**config.mk**
```make
export PLATFORM = sky130hd
export DESIGN_NAME = mpt_top
export DESIGN_NICKNAME = d
export VERILOG_FILES = /design/src/include/mpt_pkg.sv /design/src/rtl/mpt_prescale.sv /design/src/rtl/mpt_pwm_chan.sv /design/src/rtl/mpt_top.sv
export SDC_FILE = /design/constraint.sdc
export NUM_CORES = 2
export LEC_CHECK = 0
export ABC_AREA = 1
export BUFFER_PORTS_ARGS = -buffer_cell sky130_fd_sc_hd__buf_2
export CAP_MARGIN = 20
export CORE_ASPECT_RATIO = 1.4
export CORE_MARGIN = 1.5
export CORE_UTILIZATION = 25
export CTS_CLUSTER_DIAMETER = 100
export DETAILED_ROUTE_END_ITERATION = 16
export GPL_TIMING_DRIVEN = 1
export MAX_ROUTING_LAYER = met4
export PLACE_DENSITY_LB_ADDON = 0.15
export REMOVE_ABC_BUFFERS = 1
export SLEW_MARGIN = 10
export SYNTH_ARGS = -nofsm -noshare
export SYNTH_HDL_FRONTEND = slang
export SYNTH_SLANG_ARGS = --single-unit
```
**constraint.sdc**
```tcl
create_clock -name aclk -period 2.3 [get_ports aclk]
set_clock_uncertainty 0.05 [all_clocks]
set_input_delay 0 -clock aclk [delete_from_list [all_inputs] [get_ports aclk]]
set_output_delay 0 -clock aclk [all_outputs]
set_load 0.01 [all_outputs]
```
**src/include/mpt_pkg.sv**
```systemverilog
/*
 * shared constants of the pwm timer: register offsets, field positions,
 * reset values and bus response codes.
 * assumes a 32-bit axi4-lite register bus with an 8-bit byte address.
 */
`default_nettype none
package mpt_pkg;
	// ------------------------------------------------------------
	// sizes
	// ------------------------------------------------------------
	localparam int DW = 32; // data and counter width
	localparam int ADDR_W = 8; // byte address width
	localparam int NUM_MATCH = 7; // match registers
	localparam int NUM_OUT = 6; // pwm output pins
	// ------------------------------------------------------------
	// register byte offsets
	// ------------------------------------------------------------
	localparam logic [7:0] OFF_CTRL = 8'h00; // run, counter reset, pwm mode
	localparam logic [7:0] OFF_COUNT = 8'h04; // counter value, read only
	localparam logic [7:0] OFF_PRESC = 8'h08; // prescale limit
	localparam logic [7:0] OFF_PCOUNT = 8'h0c; // prescale count, read only
	localparam logic [7:0] OFF_MCTRL = 8'h10; // per-match reset/stop
	localparam logic [7:0] OFF_RELEASE = 8'h14; // write one to release
	localparam logic [7:0] OFF_OUTCTRL = 8'h18; // edge select, enables
	localparam logic [7:0] OFF_INT_STAT = 8'h1c; // sticky match flags
	localparam logic [7:0] OFF_INT_CLR = 8'h20; // write one to clear
	localparam logic [7:0] OFF_INT_EN = 8'h24; // interrupt enables
	localparam logic [7:0] OFF_MATCH0 = 8'h40; // cycle_match_register
	// ------------------------------------------------------------
	// field positions
	// ------------------------------------------------------------
	localparam int CTRL_RUN = 0; // counter and prescaler enable
	localparam int CTRL_CRST = 1; // hold counter and prescaler at zero
	localparam int CTRL_PWM = 2; // pwm mode enable
	localparam int CTRL_W = 3;
	localparam int MC_RST = 0; // reset counter on match
	localparam int MC_STOP = 1; // stop counter on match
	localparam int MC_W = 2; // bits per match in mctrl
	localparam int OC_DBL = 0; // bits 5:0, double-edge select out1..6
	localparam int OC_EN = 8; // bits 13:8, output enable out1..6
	// ------------------------------------------------------------
	// reset values and responses
	// ------------------------------------------------------------
	localparam logic [31:0] RST_WORD = 32'h0000_0000;
	localparam logic [1:0] RESP_OKAY = 2'h0;
	localparam logic [1:0] RESP_SLVERR = 2'h2;
endpackage
`default_nettype wire

```
**src/rtl/mpt_prescale.sv**
```systemverilog
/*
 * prescaler: counts clock cycles up to a limit and gives one tick per
 * wrap, which advances the main counter.
 * assumes run, clear and limit come from registers on the same clock.
 */
`timescale 1ns/1ns
`default_nettype none
module mpt_prescale #(
	parameter int W = 32
) (
	input wire logic aclk,
	input wire logic aresetn,
	input wire logic run,
	input wire logic clear,
	input wire logic [W-1:0] limit,
	output logic tick,
	output logic [W-1:0] pcount
);
	logic [W-1:0] pc_reg; // prescale count
	logic [W-1:0] pc_next;

	// ------------------------------------------------------------
	// tick and next count
	// ------------------------------------------------------------
	// a limit lowered below the count still wraps at once
	assign tick = run && !clear && (pc_reg >= limit);
	assign pcount = pc_reg;

	// next prescale count
	always_comb begin
		pc_next = pc_reg;
		if (clear) begin
			pc_next = '0;
		end else if (tick) begin
			pc_next = '0;
		end else if (run) begin
			pc_next = pc_reg + {{(W-1){1'b0}}, 1'b1};
		end
	end

	// register, zero after reset
	always_ff @(posedge aclk) begin
		if (!aresetn) begin
			pc_reg <= '0;
		end else begin
			pc_reg <= pc_next;
		end
	end
endmodule
`default_nettype wire

```
**src/rtl/mpt_pwm_chan.sv**
```systemverilog
/*
 * one pwm output: set by its set event, cleared by its clear event,
 * clear winning when both fall in one cycle; low while disabled.
 * assumes one-cycle event pulses from the match compare.
 */
`timescale 1ns/1ns
`default_nettype none
module mpt_pwm_chan (
	input wire logic aclk,
	input wire logic aresetn,
	input wire logic enable,
	input wire logic set_evt,
	input wire logic clr_evt,
	output logic pin
);
	logic out_reg; // pin level
	logic out_next;

	// ------------------------------------------------------------
	// output level
	// ------------------------------------------------------------
	// clear wins, so equal set and clear positions give constant low
	always_comb begin
		out_next = out_reg;
		if (!enable) begin
			out_next = 1'b0;
		end else if (clr_evt) begin
			out_next = 1'b0;
		end else if (set_evt) begin
			out_next = 1'b1;
		end
	end

	// register, low after reset
	always_ff @(posedge aclk) begin
		if (!aresetn) begin
			out_reg <= 1'b0;
		end else begin
			out_reg <= out_next;
		end
	end

	assign pin = out_reg;
endmodule
`default_nettype wire

```
**src/rtl/mpt_top.sv**
```systemverilog
/*
 * pwm timer: 32-bit counter behind a 32-bit prescaler, seven match
 * registers with held and active copies, six pwm outputs, match flags
 * with an interrupt, all behind an axi4-lite slave.
 * assumes one clock aclk, synchronous active-low reset aresetn, and an
 * axi4-lite master that keeps valid and payload stable until taken.
 */
// The implementer's own choices: the register addresses and register access over AXI4-Lite.
`timescale 1ns/1ns
`default_nettype none
// Notes on behaviour
// - 32-bit counter, 32-bit prescaler, seven matches
// - in pwm mode, cycle match resets counter, sets period
// - single-edge outputs rise at cycle start
// - one match places each single-edge fall
// - two matches place double-edge rise, fall
// - rise first gives high pulse, else low
// - double edges anywhere within the cycle
// - six single, three double, or mixed
// - per match: interrupt, stop, reset, continue
// - in pwm mode, new match values wait for release
// - period and width in whole counts
// - without pwm mode, plain timer, outputs low
module mpt_top (
	input wire logic aclk,
	input wire logic aresetn,
	input wire logic [mpt_pkg::ADDR_W-1:0] s_axi_awaddr,
	input wire logic s_axi_awvalid,
	output logic s_axi_awready,
	input wire logic [mpt_pkg::DW-1:0] s_axi_wdata,
	input wire logic [3:0] s_axi_wstrb,
	input wire logic s_axi_wvalid,
	output logic s_axi_wready,
	output logic [1:0] s_axi_bresp,
	output logic s_axi_bvalid,
	input wire logic s_axi_bready,
	input wire logic [mpt_pkg::ADDR_W-1:0] s_axi_araddr,
	input wire logic s_axi_arvalid,
	output logic s_axi_arready,
	output logic [mpt_pkg::DW-1:0] s_axi_rdata,
	output logic [1:0] s_axi_rresp,
	output logic s_axi_rvalid,
	input wire logic s_axi_rready,
	output logic [mpt_pkg::NUM_OUT-1:0] pwm_out,
	output logic irq
);
	import mpt_pkg::*;

	// ------------------------------------------------------------
	// declarations
	// ------------------------------------------------------------
	// bus state
	logic aw_full_reg, aw_full_next; // write address held
	logic [ADDR_W-1:0] aw_addr_reg, aw_addr_next;
	logic w_full_reg, w_full_next; // write data held
	logic [DW-1:0] w_data_reg, w_data_next;
	logic [3:0] w_strb_reg, w_strb_next;
	logic bvalid_reg, bvalid_next;
	logic [1:0] bresp_reg, bresp_next;
	logic rvalid_reg, rvalid_next;
	logic [1:0] rresp_reg, rresp_next;
	logic [DW-1:0] rdata_reg, rdata_next;
	// software registers
	logic [CTRL_W-1:0] ctrl_reg, ctrl_next; // run, crst, pwm
	logic [DW-1:0] presc_reg, presc_next; // prescale limit
	logic [MC_W*NUM_MATCH-1:0] mctrl_reg, mctrl_next; // reset/stop
	logic [NUM_MATCH-1:0] rel_reg, rel_next; // released, not yet copied
	logic [NUM_OUT-1:0] dbl_reg, dbl_next; // double-edge select
	logic [NUM_OUT-1:0] oen_reg, oen_next; // output enables
	logic [NUM_MATCH-1:0] stat_reg, stat_next; // sticky match flags
	logic [NUM_MATCH-1:0] ien_reg, ien_next; // interrupt enables
	logic [DW-1:0] hold_reg [NUM_MATCH]; // values written by software
	logic [DW-1:0] hold_next [NUM_MATCH];
	// timer state
	logic [DW-1:0] count_reg, count_next; // main counter
	logic [DW-1:0] act_reg [NUM_MATCH]; // values in use by compare
	logic [DW-1:0] act_next [NUM_MATCH];
	// timer events
	logic tick; // prescaler wrap
	logic [DW-1:0] pcount; // prescale count
	logic [NUM_MATCH-1:0] hit; // match this tick
	logic [NUM_MATCH-1:0] rst_en; // match resets counter
	logic [NUM_MATCH-1:0] stop_en; // match stops counter
	logic any_rst, any_stop, cycle_wrap;
	logic pwm_on, crst;
	logic do_wr; // write executes this cycle
	logic wr_map; // write address is mapped
	logic [DW-1:0] rd_word; // read mux result
	logic rd_map; // read address is mapped
	logic m_wr; // write targets a match register
	logic m_rd;
	logic [2:0] m_widx; // match index of the write
	logic [2:0] m_ridx;

	assign pwm_on = ctrl_reg[CTRL_PWM];
	assign crst = ctrl_reg[CTRL_CRST];

	// merge write data into an old word under the byte strobes
	function automatic logic [DW-1:0] wmerge(
		input logic [DW-1:0] old,
		input logic [DW-1:0] dat,
		input logic [3:0] strb
	);
		logic [DW-1:0] r;
		r = old;
		for (int b = 0; b < 4; b++) begin
			if (strb[b]) begin
				r[8*b +: 8] = dat[8*b +: 8];
			end
		end
		return r;
	endfunction

	// ------------------------------------------------------------
	// axi4-lite handshake
	// ------------------------------------------------------------
	assign s_axi_awready = !aw_full_reg;
	assign s_axi_wready = !w_full_reg;
	assign s_axi_arready = !rvalid_reg;
	assign s_axi_bvalid = bvalid_reg;
	assign s_axi_bresp = bresp_reg;
	assign s_axi_rvalid = rvalid_reg;
	assign s_axi_rresp = rresp_reg;
	assign s_axi_rdata = rdata_reg;
	assign do_wr = aw_full_reg && w_full_reg && !bvalid_reg;

	// match window decode, offsets 0x40 to 0x58
	assign m_widx = aw_addr_reg[4:2];
	assign m_ridx = s_axi_araddr[4:2];
	assign m_wr = (aw_addr_reg[7:5] == OFF_MATCH0[7:5]) && (m_widx < 3'h7);
	assign m_rd = (s_axi_araddr[7:5] == OFF_MATCH0[7:5]) && (m_ridx < 3'h7);

	// address and data may arrive in either order; response after both
	always_comb begin
		aw_full_next = aw_full_reg;
		aw_addr_next = aw_addr_reg;
		w_full_next = w_full_reg;
		w_data_next = w_data_reg;
		w_strb_next = w_strb_reg;
		bvalid_next = bvalid_reg;
		bresp_next = bresp_reg;
		rvalid_next = rvalid_reg;
		rresp_next = rresp_reg;
		rdata_next = rdata_reg;
		// take write address
		if (s_axi_awvalid && !aw_full_reg) begin
			aw_full_next = 1'b1;
			aw_addr_next = s_axi_awaddr;
		end
		// take write data
		if (s_axi_wvalid && !w_full_reg) begin
			w_full_next = 1'b1;
			w_data_next = s_axi_wdata;
			w_strb_next = s_axi_wstrb;
		end
		// response taken
		if (bvalid_reg && s_axi_bready) begin
			bvalid_next = 1'b0;
		end
		// execute write, unmapped answers slverr
		if (do_wr) begin
			aw_full_next = 1'b0;
			w_full_next = 1'b0;
			bvalid_next = 1'b1;
			bresp_next = wr_map ? RESP_OKAY : RESP_SLVERR;
		end
		// read data taken
		if (rvalid_reg && s_axi_rready) begin
			rvalid_next = 1'b0;
		end
		// take read address, answer next cycle
		if (s_axi_arvalid && !rvalid_reg) begin
			rvalid_next = 1'b1;
			rdata_next = rd_word;
			rresp_next = rd_map ? RESP_OKAY : RESP_SLVERR;
		end
	end

	// register bus state
	always_ff @(posedge aclk) begin
		if (!aresetn) begin
			aw_full_reg <= 1'b0;
			aw_addr_reg <= '0;
			w_full_reg <= 1'b0;
			w_data_reg <= RST_WORD;
			w_strb_reg <= 4'h0;
			bvalid_reg <= 1'b0;
			bresp_reg <= RESP_OKAY;
			rvalid_reg <= 1'b0;
			rresp_reg <= RESP_OKAY;
			rdata_reg <= RST_WORD;
		end else begin
			aw_full_reg <= aw_full_next;
			aw_addr_reg <= aw_addr_next;
			w_full_reg <= w_full_next;
			w_data_reg <= w_data_next;
			w_strb_reg <= w_strb_next;
			bvalid_reg <= bvalid_next;
			bresp_reg <= bresp_next;
			rvalid_reg <= rvalid_next;
			rresp_reg <= rresp_next;
			rdata_reg <= rdata_next;
		end
	end

	// ------------------------------------------------------------
	// read mux
	// ------------------------------------------------------------
	always_comb begin
		rd_word = RST_WORD;
		rd_map = 1'b1;
		if (m_rd) begin
			rd_word = hold_reg[m_ridx];
		end else begin
			case (s_axi_araddr)
				OFF_CTRL: rd_word[CTRL_W-1:0] = ctrl_reg;
				OFF_COUNT: rd_word = count_reg;
				OFF_PRESC: rd_word = presc_reg;
				OFF_PCOUNT: rd_word = pcount;
				OFF_MCTRL: rd_word[MC_W*NUM_MATCH-1:0] = mctrl_reg;
				OFF_RELEASE: rd_word[NUM_MATCH-1:0] = rel_reg;
				OFF_OUTCTRL: begin
					rd_word[OC_DBL +: NUM_OUT] = dbl_reg;
					rd_word[OC_EN +: NUM_OUT] = oen_reg;
				end
				OFF_INT_STAT: rd_word[NUM_MATCH-1:0] = stat_reg;
				OFF_INT_CLR: rd_word = RST_WORD; // write only
				OFF_INT_EN: rd_word[NUM_MATCH-1:0] = ien_reg;
				default: rd_map = 1'b0;
			endcase
		end
	end

	// ------------------------------------------------------------
	// software registers
	// ------------------------------------------------------------
	always_comb begin
		logic [DW-1:0] w;
		logic [DW-1:0] wd;
		w = RST_WORD;
		wd = wmerge(RST_WORD, w_data_reg, w_strb_reg);
		wr_map = 1'b1;
		ctrl_next = ctrl_reg;
		presc_next = presc_reg;
		mctrl_next = mctrl_reg;
		dbl_next = dbl_reg;
		oen_next = oen_reg;
		ien_next = ien_reg;
		hold_next = hold_reg;
		// hardware stop on match clears run
		if (any_stop) begin
			ctrl_next[CTRL_RUN] = 1'b0;
		end
		// copied values leave the release set
		rel_next = rel_reg & ~((pwm_on && cycle_wrap) ? rel_reg : '0);
		// match flags set on every hit
		stat_next = stat_reg | hit;
		if (do_wr && m_wr) begin
			hold_next[m_widx] = wmerge(hold_reg[m_widx], w_data_reg,
				w_strb_reg);
		end else if (do_wr) begin
			case (aw_addr_reg)
				OFF_CTRL: begin
					w = wmerge(DW'(ctrl_reg), w_data_reg, w_strb_reg);
					ctrl_next = w[CTRL_W-1:0];
				end
				OFF_PRESC: presc_next = wmerge(presc_reg, w_data_reg,
					w_strb_reg);
				OFF_MCTRL: begin
					w = wmerge(DW'(mctrl_reg), w_data_reg, w_strb_reg);
					mctrl_next = w[MC_W*NUM_MATCH-1:0];
				end
				OFF_RELEASE: begin
					// software set wins over the copy clear
					rel_next = rel_next | wd[NUM_MATCH-1:0];
				end
				OFF_OUTCTRL: begin
					w = wmerge({18'h0, oen_reg, 2'h0, dbl_reg}, w_data_reg,
						w_strb_reg);
					dbl_next = w[OC_DBL +: NUM_OUT];
					oen_next = w[OC_EN +: NUM_OUT];
				end
				OFF_INT_CLR: begin
					// a hit in the clearing cycle survives
					stat_next = (stat_reg & ~wd[NUM_MATCH-1:0]) | hit;
				end
				OFF_INT_EN: begin
					w = wmerge(DW'(ien_reg), w_data_reg, w_strb_reg);
					ien_next = w[NUM_MATCH-1:0];
				end
				OFF_COUNT, OFF_PCOUNT, OFF_INT_STAT: wr_map = 1'b1;
				default: wr_map = 1'b0;
			endcase
		end else begin
			wr_map = m_wr || (aw_addr_reg <= OFF_INT_EN);
		end
	end

	// register software state, all zero after reset
	always_ff @(posedge aclk) begin
		if (!aresetn) begin
			ctrl_reg <= '0;
			presc_reg <= RST_WORD;
			mctrl_reg <= '0;
			rel_reg <= '0;
			dbl_reg <= '0;
			oen_reg <= '0;
			stat_reg <= '0;
			ien_reg <= '0;
			for (int i = 0; i < NUM_MATCH; i++) begin
				hold_reg[i] <= RST_WORD;
			end
		end else begin
			ctrl_reg <= ctrl_next;
			presc_reg <= presc_next;
			mctrl_reg <= mctrl_next;
			rel_reg <= rel_next;
			dbl_reg <= dbl_next;
			oen_reg <= oen_next;
			stat_reg <= stat_next;
			ien_reg <= ien_next;
			hold_reg <= hold_next;
		end
	end

	// interrupt: any enabled sticky flag
	assign irq = |(stat_reg & ien_reg);

	// ------------------------------------------------------------
	// prescaler and counter
	// ------------------------------------------------------------
	mpt_prescale #(
		.W(DW)
	) u_presc (
		.aclk(aclk),
		.aresetn(aresetn),
		.run(ctrl_reg[CTRL_RUN]),
		.clear(crst),
		.limit(presc_reg),
		.tick(tick),
		.pcount(pcount)
	);

	// compare every match against the full counter
	for (genvar i = 0; i < NUM_MATCH; i++) begin : g_match
		assign hit[i] = tick && (count_reg == act_reg[i]);
		assign rst_en[i] = mctrl_reg[MC_W*i+MC_RST] ||
			((i == 0) && pwm_on);
		assign stop_en[i] = mctrl_reg[MC_W*i+MC_STOP];
	end
	assign any_rst = |(hit & rst_en);
	assign any_stop = |(hit & stop_en);
	assign cycle_wrap = hit[0] && rst_en[0];

	// counter steps once per tick; period is match0 plus one counts
	always_comb begin
		count_next = count_reg;
		if (crst) begin
			count_next = RST_WORD;
		end else if (any_rst) begin
			count_next = RST_WORD;
		end else if (tick) begin
			count_next = count_reg + 32'h0000_0001;
		end
		// timer mode uses values at once; pwm mode waits for the wrap
		for (int i = 0; i < NUM_MATCH; i++) begin
			act_next[i] = act_reg[i];
			if (!pwm_on) begin
				act_next[i] = hold_reg[i];
			end else if (cycle_wrap && rel_reg[i]) begin
				act_next[i] = hold_reg[i];
			end
		end
	end

	// register timer state
	always_ff @(posedge aclk) begin
		if (!aresetn) begin
			count_reg <= RST_WORD;
			for (int i = 0; i < NUM_MATCH; i++) begin
				act_reg[i] <= RST_WORD;
			end
		end else begin
			count_reg <= count_next;
			act_reg <= act_next;
		end
	end

	// ------------------------------------------------------------
	// pwm outputs
	// ------------------------------------------------------------
	// output n: single edge rises on match0 and falls on match n;
	// double edge rises on match n-1 and falls on match n
	for (genvar n = 1; n <= NUM_OUT; n++) begin : g_out
		mpt_pwm_chan u_chan (
			.aclk(aclk),
			.aresetn(aresetn),
			.enable(pwm_on && oen_reg[n-1]),
			.set_evt(dbl_reg[n-1] ? hit[n-1] : hit[0]),
			.clr_evt(hit[n]),
			.pin(pwm_out[n-1])
		);
	end
endmodule
`default_nettype wire

```
==> Yosys cells after proc, flatten, opt, wreduce, memory -nomap -nowiden <==
Index checks and enable logic that the tools add are counted.
{ "word_totals": {"regBits": 684, "latch_bits": 0, "ram_bits": 0, "romBits": 0, "inputBits": 59, "wordCells": 245, "mem_count": 0} }
{ "classes": {"add_sub_neg": 2, "multipliers": 0, "div": 0, "order_cmp": 7, "n_eq_ne": 35, "n_shift": 0, "n_mux": 67, "n_bitwise": 20, "reduce_logical": 69} }
{ "ops": {"columns": ["op", "count"], "rows": [
  ["32-bit two-way mux", 20],
  ["224-bit bitwise mux", 1],
  ["32-bit == test", 7],
  ["32-bit binary-select mux with 3-bit select", 2],
  ["32-bit demux with 3-bit select", 1],
  ["32-bit by 1-bit adder with 32-bit output, second input constant", 2],
  ["8-bit by 5-bit == test with 1-bit output, second input constant", 8],
  ["8-bit two-way mux", 8],
  ["7-bit two-way mux", 8],
  ["18-bit one-hot mux with 3 select lines", 1],
  ["4-bit AND reduction", 10],
  ["7-bit bitwise AND", 5],
  ["1-bit logical AND", 35],
  ["8-bit by 4-bit == test with 1-bit output, second input constant", 4],
  ["8-bit by 6-bit == test with 1-bit output, second input constant", 4],
  ["32-bit >= comparator", 1],
  ["6-bit one-hot mux with 5 select lines", 1],
  ["3-bit one-hot mux with 9 select lines", 1],
  ["3-bit one-hot mux with 8 select lines", 1],
  ["7-bit bitwise OR", 3],
  ["3-bit OR reduction", 7],
  ["10-bit OR reduction", 2],
  ["1-bit two-way mux", 19],
  ["8-bit by 3-bit == test with 1-bit output, second input constant", 2],
  ["other kinds (20)", 47]
]} }

==> Logic depth before layout (Yosys ltp) <==
{ "logic_depth": {"ltp_word": 13, "depth_mapped": 22, "mapped_depth_nobuf": 20} }

==> Hierarchy <==
A second synthesis with hierarchy kept.
{ "unflattened": {"hier_cells": 5471, "hier_area_um2": 35840.6} }
{ "modules_own_cells": {"columns": ["mod", "n_inst", "cells_per_inst", "area_per_inst_um2"], "rows": [
  ["mpt_top", 1, 5075, 33049.2],
  ["mpt_prescale", 1, 366, 2573.7],
  ["mpt_pwm_chan", 6, 5, 36.3]
]} }

==> Worst setup path before layout <==
Ideal clock, no wire load.
{ "synth_path": {"path_type": "register to register", "from": "reg presc_reg[15]", "to": "reg rel_reg[6]", "setup_time_ns": 0.135, "arrival_time_ns": 1.993, "t_required_ns": 2.115, "path_slack_ns": 0.122, "path_stages_with_launch": 18, "synth_period_minus_slack_ns": 2.178, "cell_sequence": "dfxtp_1 > inv_1 > ha_1 > nand2_1 > nor2_1 > nand2_1 > nor2_1 > nor2_1 > nand2_1 > nand2_1 > nand2_4 > nand2_4 > inv_4 > buf_6 > buf_4 > nand3_1 > nand2_1 > a21oi_1"} }
{ "synth_between": {"elab_chain_cells": 12} }
{ "synth_rtl": {"columns": ["element", "line", "source"], "rows": [
  ["from (decl)", "mpt_top.sv:65", "logic [DW-1:0] presc_reg, presc_next;"],
  ["from (signal assigned)", "mpt_top.sv:315", "presc_reg <= presc_next;"],
  ["32-bit >= comparator (*)", "mpt_prescale.sv:26", "assign tick = run && !clear && (pc_reg >= limit);"],
  ["1-bit logical AND (*)", "mpt_prescale.sv:26", null],
  ["1-bit logical AND (*)", "mpt_top.sv:346", "assign hit[i] = tick && (count_reg == act_reg[i]);"],
  ["1-bit logical AND (*)", "mpt_top.sv:353", "assign cycle_wrap = hit[0] && rst_en[0];"],
  ["1-bit logical AND (*)", "mpt_top.sv:255", "rel_next = rel_reg & ~((pwm_on && cycle_wrap) ? rel_reg : '0);"],
  ["7-bit two-way mux (*)", "mpt_top.sv:255", null],
  ["7-bit inverter (*)", "mpt_top.sv:255", null],
  ["7-bit bitwise AND (*)", "mpt_top.sv:255", null],
  ["7-bit bitwise OR", "mpt_top.sv:275", "rel_next = rel_next | wd[NUM_MATCH-1:0];"],
  ["7-bit two-way mux", "mpt_top.sv:262", "case (aw_addr_reg)"],
  ["7-bit two-way mux", "mpt_top.sv:261", "end else if (do_wr) begin"],
  ["7-bit two-way mux (*)", "mpt_top.sv:258", "if (do_wr && m_wr) begin"],
  ["to (signal assigned)", "mpt_top.sv:317", "rel_reg <= rel_next;"],
  ["to (decl)", "mpt_top.sv:67", "logic [NUM_MATCH-1:0] rel_reg, rel_next;"]
]} }
Every way passes the cells marked *; elsewhere a longest branch is shown, timed or not.
A chain may end at the register's enable or synchronous reset.

==> Final worst setup path <==
{ "layout_path": {"from": "reg count_reg[9]", "to": "reg count_reg[22]"} }
{ "layout_between": {"elab_chain_cells": 4, "word_cells_on_any_way": 17} }
{ "layout_rtl": {"columns": ["element", "line", "source"], "rows": [
  ["from (decl)", "mpt_top.sv:75", "logic [DW-1:0] count_reg, count_next;"],
  ["from (signal assigned)", "mpt_top.sv:384", "count_reg <= count_next;"],
  ["parallel branches: the longest is 4 deep, another holds 32-bit by 1-bit adder with 32-bit output", null, null]
]} }
Several ways; the timed one is not identified.

==> results.md <==
- RSZ-0062 raised after global routing: yes
- Post-synthesis simple-gate area fraction: 0.164
- Netlist cell types: 55
- Outcome: finished, violations left
- Largest net degree at the start of global routing: 131
- Number of synthesized flops with an enable pin: 0
- Period utilisation layout: 1.10
- Synth area leader: dfxtp_1
- Worst-path clk slew: ~70 ps
- Nets: 5261
- HPWL after DPL: 119000 um
- Fmax: 396 MHz
- Worst r2r src: count_reg[9]$_SDFFE_PP0P_
- Vias: 34100
- IO Count: around 110
- Post-Synth Adder-Cell Area: 0.0125
- I/O Buffers: 104
- Final setup vio count: 281
- Vias in the first global route: 33300
- Crit path kind: reg -> reg
- Insertion delay to the later sink of the worst-skew pair: 690 ps
- Initial antenna violation count: 5
- Post-Syn Instances: 4733
- R2R cell count: 14
- Worst Max-Slew Pin Slew: 980 ps
- Share of layout cells above drive strength 1: 0.195
- Main combinational cell family by area after synthesis: compound AO/OA/AOI/OAI gates
- GR Overflow Total: 0
- Failing checks: negative setup slack
- Most instantiated cells after synthesis: nor2_1 (766), dfxtp_1 (682), inv_1 (677)
- Post-Syn Area: 33900 um2
- First-pass GRT wire length: about 240000 um
- Register area share after synthesis: 0.403
- Clk sink count: 682
- Post-synth top area share: 0.403
- Final Non-Filler Cells: 7004
- Worst EP arrival: between 3000 and 4000 ps
- R2R Path End: count_reg[22]$_SDFFE_PP0P_
- Avg WL per Cell: 23.7 um
- Starting Density: 0.253
- Static leakage: 18.7 nW
- First-pass DRT Iterations: 7
- Std-Cell Rows: 159
- Synth warnings: 0
- H-tree levels: 3
- Slew Viols, Final: 0
- Fin crit period: ~2500 ps
- TritonCTS clock tree: yes
- Cell Pwr Density: ~620 nW/um2
- Worst Path Buf+Inv: 3
- Mux share of post-synthesis cell area: 0
- Family with the most delay on the worst path: simple AND/OR/NAND/NOR gates
- Worst Setup Slack, final: -223 ps
- Total wire length: 166000 um
- Crit-path slowest cell: dfxtp_1
- Final Core Density: 0.335
- Die area: about 140000 um2
- Worst setup path startpoint: count_reg[9]$_SDFFE_PP0P_
- Vias per std cell: 4.87
- Die Span X: 314 um
- Hold Crit Start: s_axi_bready
- Crit path largest cell delay: 370 ps
- Rel. slew slack: 0.346
- CP max FO: 8
- Core Area: 134000 um2
- Compound-cell area share of the yosys netlist: 0.234
- Tightest Hold Check Type: in -> reg
- Clock Path Buffers: 3
- Hold Fails Final Rpt: 0
- Worst path cell trace: or2_2, a21oi_2, buf_4, nand3_1, nor2_1, buf_4, nand2_1, nor2_1, nand3_2, nand2_2, nor2_4, nand2_4, clkbuf_16, nor2_1
- Placed instance count: slightly below 7000
- VDD IR max: 0.516 mV
- CP Capture Type: flop
- Most frequent cell after synthesis: nor2_1
- Final ANT Viol Nets: 0
- Hold Path End: s_axi_bvalid$_SDFFE_PN0P_
- FFs w/ async S/R, synth: 0
- Mean Syn Cell Area: 7.16 um2
- Main synth FF type: dfxtp_1
- Synthesis-to-finish area growth: 32.7%
- DIE HEIGHT: 439 um
- XOR/XNOR share of the synthesized area: 0.0677
- Synthesized flop and latch total: 682
- Initial DRC count: roughly 2500
- Total global-route track usage: 0.241
- Synth top area cells: dfxtp_1 (40%), o21ai_0 (9.2%), nor2_1 (8.5%)
- DRC: 0
- Worst Path Required: 2820 ps
- Clock root cell: clkbuf_16
- CP most frequent cell: nor2_1
- Startpoint Class: flop
- R2R setup slack: -220 ps
- Max-cap violations: 0
- CTS Buf Count: 78
- WHS Path Cells: 5
- Gpl congestion: between 0.9 and 1
==> worst max path at each step <==
stage	to	slack, ps	cells past startpoint
floorplan	hold_reg[67]$_SDFFE_PN0P_	-970	7
global placement	count_reg[16]$_SDFFE_PP0P_	-550	17
detailed placement	act_reg[111]$_SDFFE_PN0P_	-570	16
CTS	count_reg[17]$_SDFFE_PP0P_	-190	18
global route	act_reg[53]$_SDFFE_PN0P_	-330	16
finish	count_reg[22]$_SDFFE_PP0P_	-220	14
==> where the power goes <==
| part | internal (mW) | total, mW | switching, mW | leakage, nW |
|---|---|---|---|---|
| Sequential | 11.9 | 12.1 | 0.122 | 5.53 |
| Clock | 7.91 | 13.5 | 5.63 | 1.35 |
| Combinational | 0.780 | 2.42 | 1.64 | 11.9 |
==> stage by stage <==
| stage | cell area (um2) | hold slack (ps) | setup slack [ps] | power, mW | TNS, ps |
|---|---|---|---|---|---|
| after floorplan | 32500 | 67.8 | -972 | 13.1 | -439320 |
| after global placement | 39600 | 182 | -553 | 14.5 | -132620 |
| after detailed placement | 39600 | 181 | -574 | 14.5 | -140020 |
| after CTS | 44100 | 29.0 | -186 | 28.3 | -29610 |
| after global routing | 45000 | 115 | -334 | 28.9 | -70930 |
| final | 45000 | 81.8 | -223 | 28.0 | -30890 |
==> final cells by class <==
class / instances / area (um2)
timing repair buffer: 654 / 6370
tap: 1771 / 2220
inverter: 701 / 2700
fill: 14400 / 89300
antenna: 3 / 7.51
multi-input combinational: 3050 / 17300
clock buffer: 118 / 2450
timing repair inverter: 1 / 6.26
clock inverter: 24 / 279
sequential: 682 / 13700
==> cells by family after synthesis <==
group,after synthesis
AO/OA/AOI/OAI,1410
AND/OR/NAND/NOR,1342
buffers and inverters,1002
flip-flops,682
XOR/XNOR,262
adder cells (fa/ha/maj),34
other,1
==> cells in the final DEF (no fill, tap or decap), types with 16 or more instances in the layout <==
cell type        n
o21ai_2         24
a31oi_1         26
o2111ai_1       19
xor2_1         128
nor2_4          44
a211oi_1        42
xnor2_1        134
dlygate4sd3_1   90
buf_12          89
nand2_1        342
nand3_1         47
a21oi_1        385
buf_4          336
o221ai_1        60
clkbuf_16       89
ha_4            16
o21ai_0        543
nor3_1          39
ha_1            18
dfxtp_2         33
nand4_1         52
buf_2          103
dfxtp_1        649
nand2_2         28
nor2_1         656
a221oi_1        19
clkbuf_8        26
inv_2           33
o21ai_1         88
inv_1          656
nor2_2          79
o22ai_1        151
==> timing repair <==
item,CTS,global route
pin swaps,30,30
gates resized for setup,192,251
setup buffers,12,4
gates cloned,6,8
setup endpoints to repair,348,373
hold endpoints to repair,233,0
hold buffers,90,0
==> routing by layer <==
layer,GRT usage,share of wire
met5,-,0
met4,0.127,0.060
met3,0.0252,0.045
met2,0.422,0.50
met1,0.268,0.39
==> worst reg2reg max path, stage by stage, from the launching register on <==
cell	delay [ps]
dfxtp_1	370
or2_2	300
a21oi_2	210
buf_4	140
nand3_1	60
nor2_1	110
buf_4	160
nand2_1	60
nor2_1	240
nand3_2	120
nand2_2	100
nor2_4	50
nand2_4	160
clkbuf_16	220
nor2_1	50
(Power assumes the default switching activity.)
